$ cat config.mk
export PLATFORM = sky130hd
export DESIGN_NAME = charger_status_flag_regs
export DESIGN_NICKNAME = d
export VERILOG_FILES = /design/src/logic/charger_status_pkg.sv /design/src/logic/status_sync_if.sv /design/src/logic/status_sync.sv /design/src/logic/charger_status_flag_regs.sv
export SDC_FILE = /design/constraint.sdc
export NUM_CORES = 1
export LEC_CHECK = 0
export BUFFER_PORTS_ARGS = -buffer_cell sky130_fd_sc_hd__buf_2
export CAP_MARGIN = 20
export CORE_UTILIZATION = 57
export CTS_CLUSTER_DIAMETER = 100
export CTS_CLUSTER_SIZE = 20
export DETAILED_ROUTE_END_ITERATION = 8
export GPL_TIMING_DRIVEN = 0
export PLACE_DENSITY_LB_ADDON = 0.08
export SETUP_SLACK_MARGIN = 0.4
export SYNTH_ARGS = -nofsm -noshare
export SYNTH_HDL_FRONTEND = slang
export SYNTH_SLANG_ARGS = --single-unit
$ cat constraint.sdc
create_clock -name clk_sys -period 2.4 [get_ports clk_sys]
set_input_delay 0.24 -clock clk_sys [delete_from_list [all_inputs] [get_ports clk_sys]]
set_output_delay 0.24 -clock clk_sys [all_outputs]
set_load 0.01 [all_outputs]
$ cat src/logic/charger_status_pkg.sv
// Constants and types of the charger status and event flag registers
package charger_status_pkg;

    localparam int unsigned ADDR_W = 8;
    localparam int unsigned DATA_W = 8;

    localparam logic [ADDR_W-1:0] STATUS_TWO_ADDR   = 8'h02;
    localparam logic [ADDR_W-1:0] STATUS_THREE_ADDR = 8'h03;
    localparam logic [ADDR_W-1:0] EVENT_FLAGS_ADDR  = 8'h04;

    localparam logic [DATA_W-1:0] EVENT_FLAGS_RESET = 8'h00;
    localparam logic [DATA_W-1:0] READ_DATA_RESET   = 8'h00;
    localparam logic [DATA_W-1:0] UNMAPPED_VALUE    = 8'h00;

    // Status two fields
    localparam int unsigned PHASE_MSB        = 7;
    localparam int unsigned PHASE_LSB        = 6;
    localparam int unsigned SEQ_PG_BIT       = 5;
    localparam int unsigned IN_PG_BIT        = 1;
    localparam int unsigned IN_OVP_BIT       = 0;
    // Status three fields
    localparam int unsigned PIN_MSB          = 7;
    localparam int unsigned PIN_LSB          = 4;
    localparam int unsigned DEPLETION_BIT    = 1;
    localparam int unsigned THERMAL_SHUT_BIT = 0;
    // Event flag fields
    localparam int unsigned FLAG_OPEN_BIT    = 7;
    localparam int unsigned FLAG_ZONE_BIT    = 6;
    localparam int unsigned FLAG_ILIM_BIT    = 2;
    localparam int unsigned FLAG_PPATH_BIT   = 1;
    localparam int unsigned FLAG_VIN_BIT     = 0;
    localparam logic [DATA_W-1:0] FLAG_DEFINED_MASK = 8'hc7;

    localparam logic [1:0] PHASE_IDLE = 2'h0;
    localparam logic [1:0] PHASE_CC   = 2'h1;
    localparam logic [1:0] PHASE_CV   = 2'h2;
    localparam logic [1:0] PHASE_DONE = 2'h3;

    localparam logic [2:0] ZONE_NORMAL = 3'h0;
    localparam logic [2:0] ZONE_COLD   = 3'h1;
    localparam logic [2:0] ZONE_HOT    = 3'h2;
    localparam logic [2:0] ZONE_COOL   = 3'h3;
    localparam logic [2:0] ZONE_WARM   = 3'h4;

    // Cycles after reset before edges are trusted (synchroniser fill)
    localparam logic [1:0] PRIME_CYCLES = 2'h3;

    typedef struct packed {
        logic [1:0] charge_phase;
        logic       sequence_power_good;
        logic       input_power_good;
        logic       input_overvoltage;
        logic [3:0] pin_level;
        logic       battery_depletion_fault;
        logic       thermal_shutdown;
        logic       thermistor_open;
        logic [2:0] thermistor_zone;
        logic       current_limit;
        logic       power_path_regulation;
        logic       input_voltage_regulation;
    } status_raw_type;

endpackage : charger_status_pkg

$ cat src/logic/status_sync_if.sv
// Interface carrying raw and synchronised monitor levels
`timescale 1ns/100ps
interface status_sync_if;
    import charger_status_pkg::*;

    status_raw_type raw;
    status_raw_type sync;

    modport sync_side (input raw, output sync);
    modport user_side (output raw, input sync);
endinterface : status_sync_if

$ cat src/logic/status_sync.sv
// Two-stage synchroniser for all monitored levels
`timescale 1ns/100ps
module status_sync
    import charger_status_pkg::*;
(
    input  wire logic      clk_sys,
    input  wire logic      reset,
    status_sync_if.sync_side bus
);

    typedef struct packed {
        status_raw_type meta;
        status_raw_type stable;
    } sync_state_type;

    sync_state_type state_q;
    sync_state_type state_d;

    always_comb
    begin
        state_d        = state_q;
        state_d.meta   = bus.raw;
        state_d.stable = state_q.meta;
    end

    always_ff @(posedge clk_sys or posedge reset)
    begin
        if (reset)
        begin
            state_q <= '0;
        end
        else
        begin
            state_q <= state_d;
        end
    end

    assign bus.sync = state_q.stable;

endmodule : status_sync

$ cat src/logic/charger_status_flag_regs.sv
// Live charger status registers and clear-on-read event flags
`timescale 1ns/100ps
module charger_status_flag_regs
    import charger_status_pkg::*;
(
    input  wire logic              clk_sys,
    input  wire logic              reset,
    input  wire logic              rd_en,
    input  wire logic [ADDR_W-1:0] rd_addr,
    output logic      [DATA_W-1:0] rd_data,
    output logic                   rd_valid,
    input  wire logic [1:0]        charge_phase,
    input  wire logic              sequence_power_good,
    input  wire logic              input_power_good,
    input  wire logic              input_overvoltage,
    input  wire logic              pin1_level,
    input  wire logic              pin2_level,
    input  wire logic              pin3_level,
    input  wire logic              pin4_level,
    input  wire logic              battery_depletion_fault,
    input  wire logic              thermal_shutdown,
    input  wire logic              thermistor_open,
    input  wire logic [2:0]        thermistor_zone,
    input  wire logic              current_limit,
    input  wire logic              power_path_regulation,
    input  wire logic              input_voltage_regulation
);

    typedef struct packed {
        logic [DATA_W-1:0] rd_data;
        logic              rd_valid;
        logic [DATA_W-1:0] flags;
        status_raw_type    prev;
        logic [1:0]        prime;
    } regs_state_type;

    regs_state_type    state_q;
    regs_state_type    state_d;
    status_raw_type    live;
    logic [DATA_W-1:0] flag_set;
    logic [DATA_W-1:0] flag_clear;
    logic              primed;

    status_sync_if sync_bus ();

    // One driver for the whole word, in status_raw_type field order
    assign sync_bus.raw = {charge_phase,
                           sequence_power_good,
                           input_power_good,
                           input_overvoltage,
                           pin1_level,
                           pin2_level,
                           pin3_level,
                           pin4_level,
                           battery_depletion_fault,
                           thermal_shutdown,
                           thermistor_open,
                           thermistor_zone,
                           current_limit,
                           power_path_regulation,
                           input_voltage_regulation};

    status_sync u_status_sync (
        .clk_sys (clk_sys),
        .reset   (reset),
        .bus     (sync_bus.sync_side)
    );

    assign live = sync_bus.sync;

    // Register read mux; status registers are composed live
    function automatic logic [DATA_W-1:0] read_value(
        input logic [ADDR_W-1:0] addr,
        input status_raw_type    s,
        input logic [DATA_W-1:0] f
    );
        logic [DATA_W-1:0] v;
        v = UNMAPPED_VALUE;
        unique case (addr)
            STATUS_TWO_ADDR:
            begin
                v[PHASE_MSB:PHASE_LSB] = s.charge_phase;
                v[SEQ_PG_BIT]          = s.sequence_power_good;
                v[IN_PG_BIT]           = s.input_power_good;
                v[IN_OVP_BIT]          = s.input_overvoltage;
            end
            STATUS_THREE_ADDR:
            begin
                v[PIN_MSB:PIN_LSB]     = s.pin_level;
                v[DEPLETION_BIT]       = s.battery_depletion_fault;
                v[THERMAL_SHUT_BIT]    = s.thermal_shutdown;
            end
            EVENT_FLAGS_ADDR:
            begin
                v = f & FLAG_DEFINED_MASK;
            end
            default:
            begin
                v = UNMAPPED_VALUE;
            end
        endcase
        return v;
    endfunction : read_value

    always_comb
    begin
        state_d    = state_q;
        flag_set   = 8'h00;
        flag_clear = 8'h00;
        primed     = (state_q.prime == PRIME_CYCLES);
        if (!primed)
        begin
            state_d.prime = state_q.prime + 2'h1;
        end
        else
        begin
            flag_set[FLAG_OPEN_BIT]  = live.thermistor_open
                                       & ~state_q.prev.thermistor_open;
            flag_set[FLAG_ZONE_BIT]  = (live.thermistor_zone
                                        != state_q.prev.thermistor_zone);
            flag_set[FLAG_ILIM_BIT]  = live.current_limit
                                       & ~state_q.prev.current_limit;
            flag_set[FLAG_PPATH_BIT] = live.power_path_regulation
                                       & ~state_q.prev.power_path_regulation;
            flag_set[FLAG_VIN_BIT]   = live.input_voltage_regulation
                                       & ~state_q.prev.input_voltage_regulation;
        end
        if (rd_en && (rd_addr == EVENT_FLAGS_ADDR))
        begin
            flag_clear = FLAG_DEFINED_MASK;
        end
        // Set after clear so a coincident event survives the read
        state_d.flags    = ((state_q.flags & ~flag_clear) | flag_set)
                           & FLAG_DEFINED_MASK;
        state_d.prev     = live;
        state_d.rd_valid = rd_en;
        if (rd_en)
        begin
            state_d.rd_data = read_value(rd_addr, live, state_q.flags);
        end
    end

    always_ff @(posedge clk_sys or posedge reset)
    begin
        if (reset)
        begin
            state_q          <= '0;
            state_q.rd_data  <= READ_DATA_RESET;
            state_q.flags    <= EVENT_FLAGS_RESET;
            state_q.prime    <= 2'h0;
        end
        else
        begin
            state_q <= state_d;
        end
    end

    assign rd_data  = state_q.rd_data;
    assign rd_valid = state_q.rd_valid;
endmodule : charger_status_flag_regs

### Yosys cells after proc, flatten, opt, wreduce, memory -nomap -nowiden

Index checks and enable logic that the tools add are counted.

| storage, ports and cells | value |
|---|---|
| register bits | 59 |
| latch bits | 0 |
| memory bits (writable) | 0 |
| ROM bits | 0 |
| bits of input ports | 29 |
| output and inout port bits | 9 |
| word-level logic and storage cells | 58 |
| memories | 0 |

| cells by class | value |
|---|---|
| add/sub/neg operators | 1 |
| multiply operators | 0 |
| divide/modulo/power cells | 0 |
| magnitude comparators | 0 |
| equality and inequality tests | 5 |
| shifts and indexed selects | 0 |
| multiplexer cells | 7 |
| bitwise logic cells | 11 |
| reduce and logical (&&, ||, !) cells | 1 |

Operator list:

| cell | count |
|---|---|
| equality test 8 x 2 -> 1 bit (second input constant) | 2 |
| case mux 3 bit (3 select lines) | 1 |
| AND 8 bit | 1 |
| equality test 8 x 3 -> 1 bit (second input constant) | 1 |
| 2-to-1 mux 8 bit | 1 |
| NOT 8 bit | 1 |
| OR 8 bit | 1 |
| case mux 2 bit (3 select lines) | 1 |
| AND 1 bit | 4 |
| NOT 1 bit | 4 |
| 2-to-1 mux 3 bit | 1 |
| inequality test 3 bit | 1 |
| adder 2 x 1 -> 2 bit (second input constant) | 1 |
| equality test 2 bit (second input constant) | 1 |
| 2-to-1 mux 1 bit | 2 |
| 2-to-1 mux 2 bit | 1 |
| logical AND 1 bit | 1 |

### Depth between registers and ports, before layout

| logic depth | value |
|---|---|
| depth after elaboration | 6 |
| mapped depth | 4 |
| gate-level depth less buffers | 3 |

### Cells and area by module

From an unflattened synthesis, not the netlist that was laid out.

| unflattened totals | value |
|---|---|
| cells, all modules | 120 |
| area total of the unflattened synthesis | 1920.6 um^2 |

Modules (own cells, without submodules):

| module | instances | cells each | area each (um^2) |
|---|---|---|---|
| charger_status_flag_regs | 1 | 83 | 1016.0 |
| status_sync | 1 | 37 | 904.6 |

### Worst setup path before layout

Ideal clock, no wire load.

| timing | value |
|---|---|
| path kind | register -> register |
| start | register state_q[0] (netlist name) |
| end | register state_q[1] (netlist name) |
| arrival time | 1.049 ns |
| data required time | 2.275 ns |
| slack | 1.226 ns |
| cell stages (with the launch flop) | 4 |
| path buffers | 1 |
| clock period less this slack | 1.174 ns |
| path through | dfrtp_1 -> ha_1 -> clkbuf_1 -> mux2_2 |

| on the way | value |
|---|---|
| word-level cells in the longest chain between the ends | 1 |
| elaborated cells on any way between the ends | 2 |
| classes of those cells | 1 x add/sub; 1 x eq/ne |

RTL lines:

| element | RTL line | source |
|---|---|---|
| start, declared | charger_status_flag_regs.sv:37 | `regs_state_type state_q;` |
| start signal, assigned | charger_status_flag_regs.sv:154 | `state_q <= state_d;` |
| adder 2 x 1 -> 2 bit or equality test 2 bit (tied branches) | charger_status_flag_regs.sv:113, charger_status_flag_regs.sv:110 |  |

Several ways; a longest one is shown, not always the timed one.
A chain may end at the register's enable or synchronous reset.

### Worst setup path in the final report

Ends and elaborated chain as after synthesis.

==> qor.csv <==
metric,value,unit
globalRoute.totalOverflow,0,
drv_cap,0,
clk_pin_slew,80,ps
rsz0062_at_grt,no,
cp_slowest_cell,mux2_2,
nets,221,
crit_type,flop to flop,
synth_edf_count,0,
worst_setup_path_end_kind,flop,
fp-row-count,20,
dieArea,0.003644,mm^2
post-route-period-util,0.5457,
ys.flop_type,dfrtp_1,
path_max_fanout,7,
busiest_layer,met2,
synth_area,0.001942,mm^2
finalWirelength,2.973,mm
p_comb_frac,0.056,
fin_crit,1310,ps
outcome,"finished, final reports clean",
yosysSeqAreaShare,0.7474,
p_sw_frac,0.1933,
die_w,60.37,um
clock-root-buffer,clkbuf_4,
dieHeight,60.37,um
cp_top_family,multiplexers,
grt.met3_usage,0.09595,
syn-num-nets,155,
drcViolationCount,0,
io_buffers,35,
antenna_found_initial,0,
yosysTopAreaCell,dfrtp_1,
r2r_slack,1090,ps
place.gp.congestion,0.7613,
track_usage,0.2057,
drive_above_1_share,0.3469,
slew_violations,0,
clkLatencyLatePin,370,ps
peakVddDrop,0.0004912,V
ys_ff_latch,58,
path_buf_inv,1,
fillCellCount,196,
slowest_delay,380,ps
detail-route-antenna-nets,0,
internal-power,1.598,mW
grtUsageMet2,0.3030,
firstDrtPassIters,4,
coreArea,0.003153,mm^2
p_total,1.980,mW
clock-sinks,58,
final.setup.tns,0,ps
avgSynthCellArea,15.53,um^2
final.setup_skew,6.738,ps
crit_chain,"ha_1, clkbuf_1, mux2_2",
cts_made_buffers,9,
worstPathArrival,1570,ps
vias_per_cell,4.879,
hold_path_class,input port to flop,
dpl.hpwl,1.859,mm
cts_htree_levels,3,
cts_resized,0,
routedWlPerCell,12.39,um
setup_viol,0,
ios,38,
drtIter0Drc,62,
required,2660,ps
num_vias,1171,
clock_path_buffers,2,
p_per_area,774.0,mW/mm^2
seqPwrFrac,0.519,
synthTopCellsByCount,"dfrtp_1, inv_1, buf_4, nor4bb_1, o22ai_1",
cts_tree,done,
grt_pass1_vias,1171,
hold_viol_final,0,
p_leak,1.211,nW
worst_hold_slack,71.71,ps
yosys_warnings,0,
p_switching,382.8,uW
share_clk_of_total_power,0.425,
synthArstFlopShare,1.000,
fmax,763.5,MHz
initial_utilization,0.6159,
grtUsageMet1,0.2447,
diodes,0,
area_delta_synth_final,31.77,%
grt_pass1_wl,5.016,mm
cts_setup_buffers,0,
ys_types,25,
synth.most_common_cell,dfrtp_1,
ys_top_cells_by_area,"dfrtp_1, nor4bb_1, buf_4, inv_1, a32o_1",
syn_inst,125,
grt_max_degree,46,
synth_top_area_frac,0.7474,
crit_path_start_kind,flop,
==> layout by cell type (no fill, tap or decap), types with 4 or more instances in the layout <==
cell | Yosys | routed
a32o_1 | 4 | 4
buf_4 | 8 | 8
o22ai_1 | 6 | 6
dfrtp_1 | 58 | 58
xnor2_1 | 4 | 4
clkbuf_4 | 0 | 9
nor4bb_1 | 6 | 6
dlygate4sd3_1 | 0 | 19
inv_1 | 12 | 11
buf_2 | 3 | 38
==> layout make-up <==
type | instances | area [um^2] | share of cell area
timing repair buffer | 55 | 385.4 | 0.1506
inverter | 12 | 45.04 | 0.01760
clock inverter | 6 | 105.1 | 0.04108
buffer | 12 | 78.83 | 0.03081
multi-input combinational | 43 | 366.6 | 0.1433
tap | 44 | 55.05 | 0.02152
clock buffer | 10 | 71.32 | 0.02787
sequential | 58 | 1451 | 0.5672
==> final timing paths <==
| path | start | end | cells past startpoint |
|---|---|---|---|
| worst max-delay path | state_q[0]$_DFFE_PP0N_ | state_q[1]$_DFFE_PP0N_ | 3 |
| worst min-delay path | rd_en | rd_valid$_DFF_PP0_ | 1 |
| min in group asynchronous | reset | state_q[6]$_DFF_PP0_ | 3 |
| worst min register to register | u_status_sync.state_d[5]$_DFF_PP0_ | u_status_sync.bus.sync[5]$_DFF_PP0_ | 0 |
| max in group asynchronous | reset | state_q[22]$_DFF_PP0_ | 4 |
| worst max register to register | state_q[0]$_DFFE_PP0N_ | state_q[1]$_DFFE_PP0N_ | 3 |
==> sequential cells by signal, indices dropped and copies added, names as in the netlist <==
register	count
state_q	14
rd_data	7
rd_valid	1
u_status_sync.state_d	18
u_status_sync.bus.sync	18
==> kinds of logic after synthesis <==
| group | count (synthesis) | share of synthesized area |
|---|---|---|
| flops | 58 | 0.7474 |
| compound gates | 16 | 0.06444 |
| xor+xnor | 4 | 0.01804 |
| other cells | 1 | 0.001931 |
| simple gates | 19 | 0.08634 |
| fa+ha+maj | 1 | 0.006442 |
| buf+inv | 24 | 0.06378 |
| mux | 2 | 0.01160 |
==> per-layer routing <==
metal,part of all wire,vias to the layer above
met5,0,-
met4,0.012,0
met3,0.059,6
met2,0.51,43
met1,0.42,568
li1,-,554
==> power by group through the flow <==
stage | Sequential, mW | Clock, mW | Combinational, mW
2_1_floorplan | 1.04 | 0 | 0.0468
3_3_place_gp | 1.05 | 0 | 0.0791
3_5_place_dp | 1.05 | 0 | 0.0874
4_1_cts | 1.03 | 0.863 | 0.111
5_1_grt | 1.03 | 0.918 | 0.123
6_report | 1.03 | 0.843 | 0.111
==> repair_timing <==
| item | 4_1_cts | 5_1_grt |
|---|---|---|
| hold buffers | 19 | 0 |
| hold endpoints to repair | 31 | 0 |
| setup endpoints to repair | 0 | 0 |
==> metrics by stage <==
step / cell area [um^2] / std cells / util / worst slack, ps
floorplan: 1942 / 125 / - / 732.0
global placement: 2172 / 204 / 0.6889 / 275.0
detailed placement: 2192 / 205 / 0.6952 / 1060
CTS: 2559 / 240 / 0.8115 / 1089
global route: 2559 / 240 / 0.8115 / 1013
finish: 2559 / 240 / 0.8115 / 1090
No activity file was read; power rests on OpenSTA's default activity.
